## src/timer8_defs.svh

```systemverilog
// Constants of the 8-bit timer mode and clock control block.
// Included by the package users; holds definitions only.
`ifndef TIMER8_DEFS_SVH
`define TIMER8_DEFS_SVH

// APB byte offsets
`define TMR_OFF_CTRL_A 8'h00
`define TMR_OFF_CTRL_B 8'h04
`define TMR_OFF_COUNT 8'h08
`define TMR_OFF_CMP_A 8'h0C
`define TMR_OFF_CMP_B 8'h10
`define TMR_OFF_FLAGS 8'h14

// Field positions
`define TMR_CA_COM_A_HI 7
`define TMR_CA_COM_A_LO 6
`define TMR_CA_COM_B_HI 5
`define TMR_CA_COM_B_LO 4
`define TMR_CB_FORCE_A 7
`define TMR_CB_FORCE_B 6
`define TMR_CB_WGM_HIGH 3
`define TMR_FL_OVERFLOW 0
`define TMR_FL_MATCH_A 1
`define TMR_FL_MATCH_B 2

// Reset values
`define TMR_RST_BYTE 8'h00
`define TMR_RST_FLAGS 3'h0

// Counter landmarks
`define TMR_MAX 8'hFF
`define TMR_BOTTOM 8'h00

// Waveform modes
`define TMR_WM_NORMAL 3'h0
`define TMR_WM_PC_FF 3'h1
`define TMR_WM_CTC 3'h2
`define TMR_WM_FAST_FF 3'h3
`define TMR_WM_PC_CMP 3'h5
`define TMR_WM_FAST_CMP 3'h7

// Clock select codes and prescale masks
`define TMR_CS_STOP 3'h0
`define TMR_CS_DIV1 3'h1
`define TMR_CS_DIV8 3'h2
`define TMR_CS_DIV64 3'h3
`define TMR_CS_DIV256 3'h4
`define TMR_CS_DIV1024 3'h5
`define TMR_CS_EXT_FALL 3'h6
`define TMR_CS_EXT_RISE 3'h7
`define TMR_PSC_W 10
`define TMR_MASK_DIV8 10'h007
`define TMR_MASK_DIV64 10'h03F
`define TMR_MASK_DIV256 10'h0FF
`define TMR_MASK_DIV1024 10'h3FF

`endif

```

## src/timer8_pkg.sv

```systemverilog
// Types shared by the 8-bit timer control files.
// Constants live in timer8_defs.svh.
package timer8_pkg;
    typedef logic [7:0] byte_t;
    typedef logic [2:0] wave_mode_t;
    typedef logic [1:0] out_mode_t;
    typedef logic [2:0] clk_sel_t;
endpackage

```

## src/timer8_clock_select.sv

```systemverilog
// Timer clock selection: free prescaler plus external count input edge detect.
// Assumes the external input is asynchronous to i_core_clk.
`timescale 1ns/10ps
`default_nettype none
`include "timer8_defs.svh"

module timer8_clock_select (
    input wire logic i_core_clk,                        // I/O clock
    input wire logic i_rst_n,                           // Async reset, active low
    input wire timer8_pkg::clk_sel_t i_clock_source_select, // Clock source field
    input wire logic i_external_count_input,            // Raw count pin level
    output logic o_count_tick                           // One-cycle count enable
);
    import timer8_pkg::*;

    logic [`TMR_PSC_W-1:0] psc_q;
    logic sync1_q;
    logic sync2_q;
    logic ext_prev_q;
    logic ext_rise;
    logic ext_fall;
    logic div_tick;

    // Prescaler runs free so a new selection never restarts the phase
    always_ff @(posedge i_core_clk or negedge i_rst_n) begin
        if (!i_rst_n) begin
            psc_q <= '0;
            sync1_q <= 1'b0;
            sync2_q <= 1'b0;
            ext_prev_q <= 1'b0;
        end else begin
            psc_q <= psc_q + 1'b1;
            sync1_q <= i_external_count_input;
            sync2_q <= sync1_q;
            ext_prev_q <= sync2_q;
        end
    end

    // Only the second stage feeds the edge detector
    assign ext_rise = sync2_q & ~ext_prev_q;
    assign ext_fall = ~sync2_q & ext_prev_q;

    // Pin level is taken regardless of its port direction
    always_comb begin
        case (i_clock_source_select)
            `TMR_CS_STOP: div_tick = 1'b0;
            `TMR_CS_DIV1: div_tick = 1'b1;
            `TMR_CS_DIV8: div_tick = &(psc_q | ~`TMR_MASK_DIV8);
            `TMR_CS_DIV64: div_tick = &(psc_q | ~`TMR_MASK_DIV64);
            `TMR_CS_DIV256: div_tick = &(psc_q | ~`TMR_MASK_DIV256);
            `TMR_CS_DIV1024: div_tick = &(psc_q | ~`TMR_MASK_DIV1024);
            `TMR_CS_EXT_FALL: div_tick = ext_fall;
            `TMR_CS_EXT_RISE: div_tick = ext_rise;
            default: div_tick = 1'b0;
        endcase
    end

    assign o_count_tick = div_tick;
endmodule
`default_nettype wire

```

## src/timer8_mode_and_clock_control.sv

```systemverilog
// 8-bit timer/counter with two compare channels, waveform modes and clock select.
// Assumes an APB master on i_core_clk; port direction logic sits outside.
// Function
// - Fast PWM, B field: 00 port, 01 reserved, 10 clear match/set TOP, 11 reverse.
// - PWM, compare B equal TOP with upper mode bit: skip match, still act at TOP.
// - Phase-correct, B field: 10 clear up-match/set down-match, 11 reverse.
// - Control A bits 3:2 and control B bits 5:4 read as zero.
// - Waveform mode is control B bit 3 over control A bits 1:0; 4, 6 reserved.
// - Modes 0 and 2: TOP 0xFF or compare A, immediate update, overflow at MAX.
// - PWM modes buffer compares to TOP; overflow at BOTTOM, MAX or TOP per mode.
// - MAX is 0xFF and BOTTOM is 0x00.
// - Force bit in non-PWM mode applies the channel action using current field.
// - Force sets no compare flag and never clears the counter.
// - Force bits are write-only strobes reading zero.
// - Clock select 001 undivided, 010..101 divide by 8, 64, 256, 1024.
// - Clock select 000 stops the counter.
// - Clock select 110 counts falling external edges, 111 rising edges.
// - External edges count even when that pin is an output.
// - Non-PWM, B field: 00 off, 01 toggle, 10 clear, 11 set on match.
// - Nonzero output field overrides the port; direction must still be output.
`timescale 1ns/10ps
`default_nettype none
`include "timer8_defs.svh"

module timer8_mode_and_clock_control (
    input wire logic i_core_clk,              // I/O clock, 125 MHz
    input wire logic i_rst_n,                 // Async reset, active low
    input wire logic i_psel,                  // APB select
    input wire logic i_penable,               // APB access phase
    input wire logic i_pwrite,                // APB write
    input wire logic [7:0] i_paddr,           // APB byte address
    input wire logic [31:0] i_pwdata,         // APB write data
    output logic [31:0] o_prdata,             // APB read data
    output logic o_pready,                    // APB ready
    output logic o_pslverr,                   // APB error on unmapped address
    input wire logic i_external_count_input,  // External count pin level
    output logic o_compare_a_output_pin,      // Channel A waveform
    output logic o_compare_b_output_pin,      // Channel B waveform
    output logic o_compare_a_override,        // Channel A owns its pin
    output logic o_compare_b_override,        // Channel B owns its pin
    output timer8_pkg::byte_t o_counter_value,// Current count
    output logic o_overflow_flag,             // Sticky overflow flag
    output logic o_compare_a_flag,            // Sticky match A flag
    output logic o_compare_b_flag             // Sticky match B flag
);
    import timer8_pkg::*;

    // Action codes equal the non-PWM output field codes
    localparam logic [1:0] ACT_NONE = 2'h0;
    localparam logic [1:0] ACT_TOGGLE = 2'h1;
    localparam logic [1:0] ACT_CLEAR = 2'h2;
    localparam logic [1:0] ACT_SET = 2'h3;

    out_mode_t compare_output_mode_q [2];
    logic [1:0] waveform_mode_low_bits_q;
    logic waveform_mode_high_bit_q;
    clk_sel_t clock_source_select_q;
    byte_t counter_value_q;
    byte_t cmp_buf_q [2];
    byte_t cmp_act_q [2];
    logic [2:0] flags_q;
    logic count_up_q;
    logic block_q;
    logic [1:0] pin_q;
    logic [31:0] prdata_q;

    logic tick;
    wave_mode_t waveform_mode_select;
    logic is_pwm;
    logic is_fast;
    logic is_phase;
    byte_t top;
    logic at_top;
    logic top_tick;
    logic ovf_set;
    logic [1:0] match;
    logic [1:0] force_hit;
    logic [1:0] act [2];
    byte_t cnt_d;
    logic up_d;

    logic wr_en;
    logic rd_setup;
    logic sel_ctrl_a;
    logic sel_ctrl_b;
    logic sel_count;
    logic sel_cmp_a;
    logic sel_cmp_b;
    logic sel_flags;
    logic mapped;
    logic [31:0] rd_mux;

    timer8_clock_select u_clock_select (
        .i_core_clk(i_core_clk),
        .i_rst_n(i_rst_n),
        .i_clock_source_select(clock_source_select_q),
        .i_external_count_input(i_external_count_input),
        .o_count_tick(tick)
    );

    // Bus decode: one-cycle access phase, pready follows penable
    assign sel_ctrl_a = (i_paddr == `TMR_OFF_CTRL_A);
    assign sel_ctrl_b = (i_paddr == `TMR_OFF_CTRL_B);
    assign sel_count = (i_paddr == `TMR_OFF_COUNT);
    assign sel_cmp_a = (i_paddr == `TMR_OFF_CMP_A);
    assign sel_cmp_b = (i_paddr == `TMR_OFF_CMP_B);
    assign sel_flags = (i_paddr == `TMR_OFF_FLAGS);
    assign mapped = sel_ctrl_a | sel_ctrl_b | sel_count | sel_cmp_a | sel_cmp_b | sel_flags;
    assign wr_en = i_psel & i_penable & i_pwrite & mapped;
    assign rd_setup = i_psel & ~i_penable & ~i_pwrite;
    assign o_pready = i_psel & i_penable;
    assign o_pslverr = i_psel & i_penable & ~mapped;

    // Reserved and strobe bits read as zero
    always_comb begin
        rd_mux = 32'h0000_0000;
        if (sel_ctrl_a) begin
            rd_mux[7:0] = {compare_output_mode_q[0], compare_output_mode_q[1], 2'h0,
                waveform_mode_low_bits_q};
        end
        if (sel_ctrl_b) begin
            rd_mux[7:0] = {4'h0, waveform_mode_high_bit_q, clock_source_select_q};
        end
        if (sel_count) begin
            rd_mux[7:0] = counter_value_q;
        end
        if (sel_cmp_a) begin
            rd_mux[7:0] = cmp_buf_q[0];
        end
        if (sel_cmp_b) begin
            rd_mux[7:0] = cmp_buf_q[1];
        end
        if (sel_flags) begin
            rd_mux[2:0] = flags_q;
        end
    end

    // Mode decode: high bit from control B above control A low bits
    assign waveform_mode_select = {waveform_mode_high_bit_q, waveform_mode_low_bits_q};
    assign is_fast = (waveform_mode_select == `TMR_WM_FAST_FF) ||
        (waveform_mode_select == `TMR_WM_FAST_CMP);
    assign is_phase = (waveform_mode_select == `TMR_WM_PC_FF) ||
        (waveform_mode_select == `TMR_WM_PC_CMP);
    assign is_pwm = is_fast | is_phase;

    // TOP from compare A in modes 2, 5, 7, else MAX
    assign top = (waveform_mode_select == `TMR_WM_CTC ||
        waveform_mode_select == `TMR_WM_PC_CMP ||
        waveform_mode_select == `TMR_WM_FAST_CMP) ? cmp_act_q[0] : `TMR_MAX;
    assign at_top = (counter_value_q == top);
    assign top_tick = tick & at_top;

    // Overflow point per mode
    always_comb begin
        case (waveform_mode_select)
            `TMR_WM_PC_FF, `TMR_WM_PC_CMP:
                ovf_set = tick & ~count_up_q & (counter_value_q == `TMR_BOTTOM);
            `TMR_WM_FAST_CMP: ovf_set = top_tick;
            default: ovf_set = tick & (counter_value_q == `TMR_MAX);
        endcase
    end

    // Counting sequence; reserved modes count like normal with outputs idle
    always_comb begin
        cnt_d = counter_value_q;
        up_d = count_up_q;
        if (wr_en && sel_count) begin
            cnt_d = i_pwdata[7:0];
        end else if (tick) begin
            if (is_phase) begin
                if (count_up_q && at_top) begin
                    up_d = 1'b0;
                    cnt_d = counter_value_q - 8'h01;
                end else if (!count_up_q && counter_value_q == `TMR_BOTTOM) begin
                    up_d = 1'b1;
                    cnt_d = counter_value_q + 8'h01;
                end else begin
                    cnt_d = count_up_q ? counter_value_q + 8'h01 : counter_value_q - 8'h01;
                end
            end else begin
                up_d = 1'b1;
                // Only a real match clears in CLEAR_ON_MATCH_MODE, never a force strobe
                if ((is_fast || waveform_mode_select == `TMR_WM_CTC) && at_top) begin
                    cnt_d = `TMR_BOTTOM;
                end else begin
                    cnt_d = counter_value_q + 8'h01;
                end
            end
        end
    end

    // Force strobes act only outside PWM; software keeps them zero there
    assign force_hit[0] = wr_en & sel_ctrl_b & i_pwdata[`TMR_CB_FORCE_A] & ~is_pwm;
    assign force_hit[1] = wr_en & sel_ctrl_b & i_pwdata[`TMR_CB_FORCE_B] & ~is_pwm;

    genvar ch;
    generate
        for (ch = 0; ch < 2; ch++) begin : g_chan
            logic special;
            logic [1:0] com;
            assign com = compare_output_mode_q[ch];
            // A counter write suppresses the match on the next timer tick
            assign match[ch] = tick & ~block_q & (counter_value_q == cmp_act_q[ch]);
            // In PWM modes a match at TOP is ignored when the upper field bit is set
            assign special = com[1] & (cmp_act_q[ch] == top);

            always_comb begin
                act[ch] = ACT_NONE;
                if (!is_pwm) begin
                    if (waveform_mode_select[2] == 1'b0 && (match[ch] || force_hit[ch])) begin
                        act[ch] = com;
                    end
                end else if (com == 2'h1) begin
                    // Toggle in PWM exists on channel A only, with the high mode bit
                    if (ch == 0 && waveform_mode_high_bit_q && match[ch]) begin
                        act[ch] = ACT_TOGGLE;
                    end
                end else if (com[1]) begin
                    if (is_fast) begin
                        if (top_tick) begin
                            act[ch] = com[0] ? ACT_CLEAR : ACT_SET;
                        end else if (match[ch] && !special) begin
                            act[ch] = com;
                        end
                    end else begin
                        if (special && top_tick) begin
                            act[ch] = com[0] ? ACT_CLEAR : ACT_SET;
                        end else if (match[ch] && !special) begin
                            act[ch] = count_up_q ? com :
                                (com[0] ? ACT_CLEAR : ACT_SET);
                        end
                    end
                end
            end

            always_ff @(posedge i_core_clk or negedge i_rst_n) begin
                if (!i_rst_n) begin
                    pin_q[ch] <= 1'b0;
                end else begin
                    case (act[ch])
                        ACT_TOGGLE: pin_q[ch] <= ~pin_q[ch];
                        ACT_CLEAR: pin_q[ch] <= 1'b0;
                        ACT_SET: pin_q[ch] <= 1'b1;
                        default: pin_q[ch] <= pin_q[ch];
                    endcase
                end
            end

            // Buffered compare: immediate outside PWM, at TOP in PWM
            always_ff @(posedge i_core_clk or negedge i_rst_n) begin
                if (!i_rst_n) begin
                    cmp_act_q[ch] <= `TMR_RST_BYTE;
                end else if (!is_pwm || top_tick) begin
                    cmp_act_q[ch] <= cmp_buf_q[ch];
                end
            end
        end
    endgenerate

    // Control, compare buffers, counter and flags
    always_ff @(posedge i_core_clk or negedge i_rst_n) begin
        if (!i_rst_n) begin
            compare_output_mode_q[0] <= 2'h0;
            compare_output_mode_q[1] <= 2'h0;
            waveform_mode_low_bits_q <= 2'h0;
            waveform_mode_high_bit_q <= 1'b0;
            clock_source_select_q <= `TMR_CS_STOP;
            cmp_buf_q[0] <= `TMR_RST_BYTE;
            cmp_buf_q[1] <= `TMR_RST_BYTE;
        end else if (wr_en) begin
            if (sel_ctrl_a) begin
                compare_output_mode_q[0] <= i_pwdata[`TMR_CA_COM_A_HI:`TMR_CA_COM_A_LO];
                compare_output_mode_q[1] <= i_pwdata[`TMR_CA_COM_B_HI:`TMR_CA_COM_B_LO];
                waveform_mode_low_bits_q <= i_pwdata[1:0];
            end
            if (sel_ctrl_b) begin
                waveform_mode_high_bit_q <= i_pwdata[`TMR_CB_WGM_HIGH];
                clock_source_select_q <= i_pwdata[2:0];
            end
            if (sel_cmp_a) begin
                cmp_buf_q[0] <= i_pwdata[7:0];
            end
            if (sel_cmp_b) begin
                cmp_buf_q[1] <= i_pwdata[7:0];
            end
        end
    end

    always_ff @(posedge i_core_clk or negedge i_rst_n) begin
        if (!i_rst_n) begin
            counter_value_q <= `TMR_RST_BYTE;
            count_up_q <= 1'b1;
            block_q <= 1'b0;
            flags_q <= `TMR_RST_FLAGS;
            prdata_q <= 32'h0000_0000;
        end else begin
            counter_value_q <= cnt_d;
            count_up_q <= up_d;
            block_q <= (wr_en & sel_count) | (block_q & ~tick);
            // Hardware set wins over a write-one clear; force never sets
            flags_q <= (flags_q & ~((wr_en & sel_flags) ? i_pwdata[2:0] : 3'h0)) |
                {match[1], match[0], ovf_set};
            if (rd_setup) begin
                prdata_q <= rd_mux;
            end
        end
    end

    assign o_prdata = prdata_q;
    assign o_compare_a_output_pin = pin_q[0];
    assign o_compare_b_output_pin = pin_q[1];
    // Port direction outside must still be output for the pin to drive
    assign o_compare_a_override = |compare_output_mode_q[0];
    assign o_compare_b_override = |compare_output_mode_q[1];
    assign o_counter_value = counter_value_q;
    assign o_overflow_flag = flags_q[`TMR_FL_OVERFLOW];
    assign o_compare_a_flag = flags_q[`TMR_FL_MATCH_A];
    assign o_compare_b_flag = flags_q[`TMR_FL_MATCH_B];
endmodule
`default_nettype wire

```

## config.mk

```make
export PLATFORM = sky130hd
export DESIGN_NAME = timer8_mode_and_clock_control
export DESIGN_NICKNAME = d
export VERILOG_FILES = /design/src/timer8_pkg.sv /design/src/timer8_clock_select.sv /design/src/timer8_mode_and_clock_control.sv
export VERILOG_INCLUDE_DIRS = /design/src
export SDC_FILE = /design/constraint.sdc
export NUM_CORES = 1
export LEC_CHECK = 0
export BUFFER_PORTS_ARGS = -buffer_cell sky130_fd_sc_hd__buf_2
export CELL_PAD_IN_SITES_DETAIL_PLACEMENT = 1
export CELL_PAD_IN_SITES_GLOBAL_PLACEMENT = 2
export CORE_ASPECT_RATIO = 1.25
export CORE_UTILIZATION = 35
export CTS_BUF_LIST = sky130_fd_sc_hd__clkbuf_4 sky130_fd_sc_hd__clkbuf_8
export DETAILED_ROUTE_END_ITERATION = 7
export PLACE_DENSITY = 0.84
export SLEW_MARGIN = 20
export SYNTH_ARGS = -nofsm -noshare
export SYNTH_HDL_FRONTEND = slang
export SYNTH_SLANG_ARGS = --single-unit
```

## constraint.sdc

```tcl
create_clock -name i_core_clk -period 7.7 [get_ports i_core_clk]
set_clock_uncertainty 0.15 [all_clocks]
set_input_delay 1.54 -clock i_core_clk [delete_from_list [all_inputs] [get_ports i_core_clk]]
set_output_delay 1.54 -clock i_core_clk [all_outputs]
set_load 0.02 [all_outputs]
```

==> results.py, run 1 <==
metrics = {
    "status": {
        "status": "finished, final reports clean",
    },
    "logic_synthesis": {
        "syn-instance-count": 564,
        "async_flop_share_pct": 100,
        "synth.distinct_cells": 67,
        "synth_area_leader_cell": "dfrtp_1",
        "synth_top_cell_area_share_pct": 37.2,
        "syn_avg_cell_area_sq_um": 9.17,
        "synth_area_leaders": "dfrtp_1 37%, mux2_2 7.4%, nand2_1 4.0%",
        "yosysWarnings": 0,
        "ys_seq_area_share_pct": 37.8,
        "syn-cell-area_sq_mm": 0.00517,
        "synth_common_cells": "77 x dfrtp_1, 55 x nand2_1, 34 x mux2_2",
        "synth-seq-cells": 78,
        "synth_most_common_cell": "dfrtp_1",
        "yosys_most_used_dff": "dfrtp_1",
        "synth-edff-count": 0,
    },
    "clock_tree": {
        "numCtsBuffers": 9,
        "holdBufCountCts": 0,
        "cts_tree": "yes",
        "root_buffer": "clkbuf_8",
        "post_cts_resized": 0,
        "cts_buffer_depth": 2,
        "cts_setup_buffers": 0,
        "clk_latency_ns": 0.37,
        "cts.sinks": 78,
        "htree_levels": 3,
        "clk_pin_slew_worst_paths_ns": 0.09,
    },
    "drt": {
        "drtIter0Drc": 267,
        "post_drt_wl_per_cell_microns": 22.0,
        "drc": 0,
        "viasPerCell": 6.02,
        "dr.pass1.iters": 8,
        "antenna_left": 0,
        "via_count": 4585,
        "wirelength_microns": 16800,
    },
    "timing": {
        "finalSetupTns_ns": 0,
        "fin_crit_ns": 4.60,
        "rsz0062_at_grt": "no",
        "setup_viol": 0,
        "finalHoldViolations": 0,
        "fin_crit_sh_pct": 59.8,
        "max_freq_ghz": 0.217,
        "worstMarginPinSlew_ns": 1.04,
        "slew_headroom_pct": 30.5,
        "slew_violations": 0,
    },
    "setup_path": {
        "cpMostUsedCell": "nand2_1",
        "cp.required_ns": 7.86,
        "reg2reg_to": "cmp_act_q[7]",
        "crit_cells": 8,
        "cpPeakStageDelay_ns": 0.90,
        "reg2reg_from": "waveform_mode_low_bits_q[1]",
        "reg2reg_slack_ns": 3.66,
        "critPathSlowestCell": "nor4b_2",
        "cp-end-kind": "flip-flop",
        "cp_max_fo": 10,
        "critPathLaunchType": "primary input",
        "reg2regPathDepth": 7,
        "crit_buf_inv": 1,
        "critPathTopFamily": "simple AND/OR/NAND/NOR gates",
        "crit_chain": "buf_2 -> or4_1 -> nor4b_2 -> nand2_1 -> nand2_1 -> o22ai_1 -> or4_1 -> nand2_1",
        "cp-startpoint": "i_paddr[7]",
        "arrival_ns": 4.77,
        "crit_type": "in2reg",
    },
    "place": {
        "place_congestion": 0.853,
        "dp_hpwl_microns": 12300,
        "portBuffers": 46,
    },
    "final_layout": {
        "nFillCells": 1679,
        "seq_area_sq_mm": 0.00195,
        "area_delta_synth_final_pct": 7.67,
        "drive_above_1_share_pct": 19.0,
        "final_util_pct": 38.7,
        "fin_nets": 629,
        "multi_input_area_sq_mm": 0.00287,
        "antenna_cells": 0,
    },
    "global_route": {
        "antenna_found_initial": 0,
        "grt_usage_pct": 22.3,
        "gr-total-overflow": 0,
        "grt_pass1_wl_microns": 26300,
        "grt_start_max_net_pins": 79,
        "grt_pass1_vias": 4690,
    },
    "floorplanning": {
        "core_sq_mm": 0.0144,
        "die-area_sq_mm": 0.0153,
        "io_pins": 95,
        "initial_utilization_pct": 35.9,
        "die_w_microns": 111,
        "rows": 49,
        "die_y_microns": 138,
    },
    "worst_hold_path": {
        "hold_end": "u_clock_select.sync2_q",
        "hp-start": "u_clock_select.sync1_q",
        "min_path_type": "reg2reg",
        "holdPathStages": 0,
    },
    "power": {
        "power_leakage_nw": 2.42,
        "power.density_mw_per_mm2": 147,
        "ir_drop_mv": 0.0977,
        "power_mw": 0.819,
    },
    "run": {
        "max-cap-violations": 0,
    },
}
==> layout by cell type, fill, tap and decap left out, types with 8 or more instances in the layout <==
| cell type | synthesis | layout |
|---|---|---|
| inv_1 | 19 | 19 |
| xor2_1 | 12 | 12 |
| a31oi_1 | 12 | 12 |
| nor3_1 | 12 | 12 |
| nand2_1 | 55 | 55 |
| conb_1 | 1 | 24 |
| mux2_2 | 34 | 34 |
| buf_2 | 3 | 45 |
| nor2b_1 | 8 | 8 |
| a21oi_1 | 18 | 18 |
| nand3_1 | 16 | 16 |
| a211oi_1 | 16 | 16 |
| nor2_1 | 29 | 29 |
| o22ai_1 | 8 | 8 |
| mux2i_1 | 10 | 10 |
| clkbuf_8 | 0 | 10 |
| dfrtp_1 | 77 | 77 |
| o21ai_0 | 19 | 19 |
| xnor2_1 | 19 | 19 |
| nand4_1 | 10 | 10 |
==> per-stage QoR <==
| step | cells | hold WS (ns) | worst slack (ns) | area, sq um |
|---|---|---|---|---|
| after detailed placement | 746 | 0.206 | 2.81 | 5360 |
| final | 762 | 0.212 | 3.10 | 5570 |
| after CTS | 762 | 0.212 | 3.19 | 5570 |
| after floorplan | 587 | 0.181 | 3.44 | 5260 |
| after global placement | 746 | 0.186 | 2.88 | 5360 |
| after global routing | 762 | 0.210 | 3.02 | 5570 |
==> registers in the layout (all words and copies together) (netlist names), 2 cells and up <==
| signal | count |
|---|---|
| cmp_act_q | 16 |
| cmp_buf_q | 16 |
| u_clock_select.psc_q | 10 |
| o_counter_value | 8 |
| o_prdata | 8 |
| g_chan.com | 4 |
| clock_source_select_q | 3 |
| flags_q | 3 |
| waveform_mode_low_bits_q | 2 |
==> worst max-delay path by stage <==
| stage | end |
|---|---|
| final | o_counter_value[4] |
| after floorplan | o_pslverr |
| after global routing | o_counter_value[4] |
| after CTS | o_counter_value[4] |
| after global placement | o_counter_value[7] |
| after detailed placement | o_counter_value[4] |
==> cell type report <==
cell class                 instances  share of cell area, %
clock buffer                      11                   2.61
clock inverter                     5                   1.06
inverter                          19                   1.28
multi-input combinational        423                   51.5
sequential                        78                   35.1
tap                              178                   4.00
timing repair buffer              48                   4.51
==> power by group <==
group	switching, mW	leakage, nW	internal (mW)
Combinational	0.0516	1.33	0.0196
Clock	0.160	0.0990	0.162
Sequential	0.00685	0.991	0.418
==> logic make-up after synthesis <==
kind of cell	count (synthesis)	synth area share, %
other	1	0.0725
flip-flops	78	37.8
XOR/XNOR	31	5.25
AND/OR/NAND/NOR	185	19.3
adder cells (fa/ha/maj)	4	0.967
buffers and inverters	86	8.49
AO/OA/AOI/OAI	135	18.9
multiplexers	44	9.34
==> metal layers <==
| layer | part of all wire (%) | routed length [microns] | vias up | global-route usage, % |
|---|---|---|---|---|
| li1 | - | - | 2061 | - |
| met1 | 41 | 6810 | 2316 | 26.0 |
| met2 | 51 | 8580 | 169 | 40.0 |
| met3 | 4.7 | 787 | 39 | 3.58 |
| met4 | 3.5 | 579 | 0 | 11.3 |
| met5 | 0 | 0 | - | 0 |
Power figures use the tool's default switching activity.
==> run 2: changes to the inputs <==
clock period = 4.8 ns   (was 7.7 ns; I/O delays follow)
==> results.py, run 2 (same netlist as run 1, synthesis figures left out) <==
metrics = {
    "status": {
        "status": "finished, final reports clean",
    },
    "clock_tree": {
        "cts_tree": "yes",
        "cts.sinks": 78,
        "cts_buffer_depth": 2,
        "clk_latency_ns": 0.37,
        "htree_levels": 3,
        "clk_pin_slew_worst_paths_ns": 0.08,
        "numCtsBuffers": 9,
        "root_buffer": "clkbuf_8",
        "cts_setup_buffers": 0,
        "holdBufCountCts": 0,
        "post_cts_resized": 0,
    },
    "setup_path": {
        "cp-end-kind": "flip-flop",
        "cpMostUsedCell": "nand2_1",
        "critPathCapture": "cmp_act_q[2]",
        "reg2reg_from": "waveform_mode_high_bit_q",
        "reg2reg_slack_ns": 0.91,
        "cp-startpoint": "waveform_mode_high_bit_q",
        "reg2reg_to": "cmp_act_q[2]",
        "cp_max_fo": 17,
        "crit_chain": "nand2_1 -> a211oi_1 -> o22ai_1 -> or4_4 -> or2_2 -> nand2_1 -> mux2_2",
        "cp.required_ns": 4.90,
        "crit_buf_inv": 0,
        "crit_type": "reg2reg",
        "arrival_ns": 3.99,
        "reg2regPathDepth": 7,
        "critPathTopFamily": "simple AND/OR/NAND/NOR gates",
        "cpPeakStageDelay_ns": 0.70,
        "critPathSlowestCell": "dfrtp_1",
        "crit_cells": 7,
        "critPathLaunchType": "flip-flop",
    },
    "drt": {
        "via_count": 4605,
        "post_drt_wl_per_cell_microns": 21.7,
        "viasPerCell": 5.98,
        "drtIter0Drc": 260,
        "antenna_left": 0,
        "wirelength_microns": 16700,
        "dr.pass1.iters": 5,
        "drc": 0,
    },
    "timing": {
        "fin_crit_sh_pct": 81.1,
        "setup_viol": 0,
        "rsz0062_at_grt": "no",
        "finalSetupTns_ns": 0,
        "slew_violations": 0,
        "finalHoldViolations": 0,
        "max_freq_ghz": 0.257,
        "worstMarginPinSlew_ns": 0.797,
        "holdWs_ns": 0.206,
        "slew_headroom_pct": 46.9,
        "fin_crit_ns": 3.89,
    },
    "final_layout": {
        "antenna_cells": 0,
        "seq_area_sq_mm": 0.00195,
        "layout_commonest_cell": "dfrtp_1",
        "drive_above_1_share_pct": 20.1,
        "fin_nets": 637,
        "multi_input_area_sq_mm": 0.00287,
        "nFillCells": 1669,
        "layout_common_cells": "77 x dfrtp_1, 55 x nand2_1, 45 x buf_2",
        "largestRegisters": "cmp_act_q: 16 flops, cmp_buf_q: 16 flops, u_clock_select.psc_q: 10 flops",
        "area_delta_synth_final_pct": 8.63,
        "final_util_pct": 39.0,
    },
    "power": {
        "ir_drop_mv": 0.191,
        "power_leakage_nw": 2.45,
        "power.density_mw_per_mm2": 231,
    },
    "floorplanning": {
        "die-area_sq_mm": 0.0153,
        "die_y_microns": 138,
        "rows": 49,
        "initial_utilization_pct": 35.9,
        "core_sq_mm": 0.0144,
        "io_pins": 95,
        "die_w_microns": 111,
    },
    "global_route": {
        "antenna_found_initial": 0,
        "grt_usage_pct": 22.3,
        "grt_pass1_wl_microns": 26400,
        "gr-total-overflow": 0,
        "grt_start_max_net_pins": 79,
        "grt_pass1_vias": 4750,
    },
    "place": {
        "dp_hpwl_microns": 12500,
        "portBuffers": 46,
        "place_congestion": 0.831,
    },
    "run": {
        "max-cap-violations": 0,
    },
    "worst_hold_path": {
        "min_path_type": "reg2reg",
    },
}
[run 2: per-layer routing]
metal | GRT usage (%) | up-vias | wire length (microns)
met2 | 40.0 | 180 | 8540
met5 | 0 | - | 0
met1 | 26.0 | 2311 | 6770
met4 | 11.6 | 0 | 656
met3 | 3.41 | 45 | 728
li1 | - | 2069 | -
[run 2: per-stage QoR]
step | total power, mW | setup WS [ns] | cells | instance area (sq um)
finish | 1.30 | 0.908 | 770 | 5620
global placement | 0.806 | 1.05 | 754 | 5420
floorplan | 0.771 | 1.32 | 587 | 5260
detailed placement | 0.810 | 0.978 | 754 | 5420
CTS | 1.31 | 0.957 | 770 | 5620
global route | 1.35 | 0.710 | 770 | 5620
[run 2: where the power goes]
part	total (mW)	switching, mW	internal [mW]	leakage, nW
Sequential	0.682	0.0108	0.671	0.991
Clock	0.504	0.260	0.244	0.0917
Combinational	0.114	0.0823	0.0315	1.37
Total	1.30	0.353	0.947	2.45
[run 2: worst min-delay path by stage]
stage	start	to	slack, ns	depth (start not counted)
after floorplan	u_clock_select.sync1_q	u_clock_select.sync2_q	0.18	0
after global routing	u_clock_select.sync1_q	u_clock_select.sync2_q	0.23	0
after global placement	u_clock_select.sync1_q	u_clock_select.sync2_q	0.19	0
after CTS	u_clock_select.sync1_q	u_clock_select.sync2_q	0.21	0
after detailed placement	u_clock_select.sync1_q	u_clock_select.sync2_q	0.19	0
final	u_clock_select.sync1_q	u_clock_select.sync2_q	0.21	0
[run 2: final cells by class]
class	instances	share of cell area, %
Clock buffer	10	2.34
Clock inverter	6	1.11
Inverter	19	1.27
Tap cell	178	3.96
Sequential cell	78	34.8
Timing Repair Buffer	56	5.54
Multi-Input combinational cell	423	51.0
==> run 3: changes to the inputs <==
CORE_UTILIZATION = 32   (was 35)
PLACE_DENSITY = 0.81   (was 0.84)
clock period = 3.35 ns   (was 4.8 ns; I/O delays follow)
==> results.py, run 3 (same netlist as run 1, synthesis figures left out) <==
metrics = {
    "global_route": {
        "gr-total-overflow": 0,
        "antenna_found_initial": 0,
        "grt_pass1_wl_microns": 27300,
        "grtUsageMet1_pct": 25.5,
        "grt_pass1_vias": 4936,
        "grt_start_max_net_pins": 79,
        "use_met2_pct": 39.0,
        "grt_busiest_layer": "met2",
        "global_route.usage.met3_pct": 2.68,
        "grt_usage_pct": 21.8,
    },
    "power": {
        "power.density_mw_per_mm2": 325,
        "power_mw": 1.96,
        "power_leakage_nw": 2.69,
        "ir_drop_mv": 0.201,
    },
    "floorplanning": {
        "rows": 51,
        "core_sq_mm": 0.0157,
        "io_pins": 95,
        "die_w_microns": 116,
        "die-area_sq_mm": 0.0167,
        "die_y_microns": 144,
        "initial_utilization_pct": 33.0,
    },
    "setup_path": {
        "crit_type": "reg2reg",
        "crit_buf_inv": 1,
        "crit_chain": "or3b_4 -> a211oi_2 -> o22ai_2 -> or4_4 -> or2_2 -> nand2_1 -> buf_12 -> mux2_2",
        "cp-end-kind": "flip-flop",
        "arrival_ns": 3.36,
        "cp_max_fo": 20,
        "cp.required_ns": 3.45,
        "cpPeakStageDelay_ns": 0.62,
        "critPathSlowestCell": "or4_4",
        "critPathLaunchType": "flip-flop",
        "critPathTopFamily": "simple AND/OR/NAND/NOR gates",
    },
    "final_layout": {
        "area_delta_synth_final_pct": 16.6,
        "antenna_cells": 0,
        "layout_commonest_cell": "dfrtp_1",
        "largestRegisters": "cmp_act_q: 16 flops, cmp_buf_q: 16 flops, u_clock_select.psc_q: 10 flops",
        "fin_nets": 667,
        "drive_above_1_share_pct": 26.8,
        "final_area_sq_mm": 0.00603,
        "layout_common_cells": "77 x dfrtp_1, 54 x nand2_1, 45 x buf_2",
    },
    "timing": {
        "rsz0062_at_grt": "no",
        "finalHoldViolations": 0,
        "fin_crit_ns": 3.27,
        "fin_crit_sh_pct": 97.6,
        "max_freq_ghz": 0.306,
        "slew_headroom_pct": 49.4,
        "setup_viol": 0,
        "worstMarginPinSlew_ns": 0.759,
        "setup_ws_ns": 0.0812,
        "slew_violations": 0,
    },
    "place": {
        "pre_cts_ws_ns": -0.0840,
        "place_congestion": 0.876,
        "dp_hpwl_microns": 13200,
        "portBuffers": 46,
        "placed_area_sq_mm": 0.00566,
    },
    "run": {
        "max-cap-violations": 0,
    },
    "drt": {
        "antenna_left": 0,
        "post_drt_wl_per_cell_microns": 21.2,
        "via_count": 4764,
        "viasPerCell": 5.71,
        "dr.pass1.iters": 7,
        "wirelength_microns": 17700,
        "drtIter0Drc": 282,
        "drc": 0,
    },
    "clock_tree": {
        "clk_latency_ns": 0.37,
        "htree_levels": 3,
        "cts_tree": "yes",
        "cts_buffer_depth": 2,
        "holdBufCountCts": 0,
        "cts.sinks": 78,
        "numCtsBuffers": 9,
        "root_buffer": "clkbuf_8",
        "clk_pin_slew_worst_paths_ns": 0.09,
    },
    "status": {
        "status": "finished, final reports clean",
    },
    "worst_hold_path": {
        "min_path_type": "in2async",
    },
}
run 3: cell count changes in the layout (fill, tap and decap cells not counted), sizes merged:
cell | previous run | this run
bufinv | 1 | 2
clkinvlp | 3 | 1
clkinv | 2 | 1
buf | 56 | 84
or3b | 1 | 2
inv | 19 | 21
or4 | 6 | 7
run 3: path summary, 6_finish.rpt:
path                                              from  cells after the start  slack, ns                 endpoint
max                        waveform_mode_low_bits_q[0]                      8       0.08             cmp_act_q[9]
min                                            i_rst_n                      1       0.16  u_clock_select.psc_q[0]
max reg2reg                waveform_mode_low_bits_q[0]                      8       0.08             cmp_act_q[9]
min reg2reg                     u_clock_select.sync1_q                      0       0.21   u_clock_select.sync2_q
max in group asynchronous                      i_rst_n                      1       2.33             cmp_buf_q[1]
min in group i_core_clk         u_clock_select.sync1_q                      0       0.21   u_clock_select.sync2_q
run 3: layout make-up:
| class | instances | area [sq um] |
|---|---|---|
| Clock buffer | 10 | 131 |
| Clock inverter | 6 | 93.8 |
| Fill cell | 1871 | 9660 |
| Inverter | 19 | 71.3 |
| Multi-Input combinational cell | 425 | 2980 |
| Sequential cell | 78 | 1950 |
| Tap cell | 212 | 265 |
| Timing Repair Buffer | 84 | 534 |
run 3: timing repair:
item                       in CTS  in global routing
setup endpoints to repair      14                 19
gates cloned                    0                  2
resized for setup               1                 20
buffers inserted                0                  4
pin swaps                       1                  2
run 3: metrics by stage:
stage | hold WS, ns | utilization, % | cells | TNS [ns]
global route | 0.225 | 38.4 | 834 | 0
floorplan | 0.181 | - | 587 | 0
global placement | 0.192 | 36.0 | 812 | 0
CTS | 0.215 | 37.5 | 828 | 0
finish | 0.158 | 38.4 | 834 | 0
detailed placement | 0.194 | 36.0 | 812 | -0.844
run 3: power breakdown:
| group | leakage, nW | internal, mW | switching (mW) |
|---|---|---|---|
| logic | 1.59 | 0.0461 | 0.120 |
| clock network | 0.111 | 0.435 | 0.386 |
| registers | 0.991 | 0.962 | 0.0149 |
run 3: layer usage:
metal  wire length (microns)  part of all wire, %  vias to the layer above
met1                    7340                   41                     2449
li1                        -                    -                     2144
met4                     738                  4.2                        0
met3                     605                  3.4                       44
met5                       0                    0                        -
met2                    9030                   51                      127
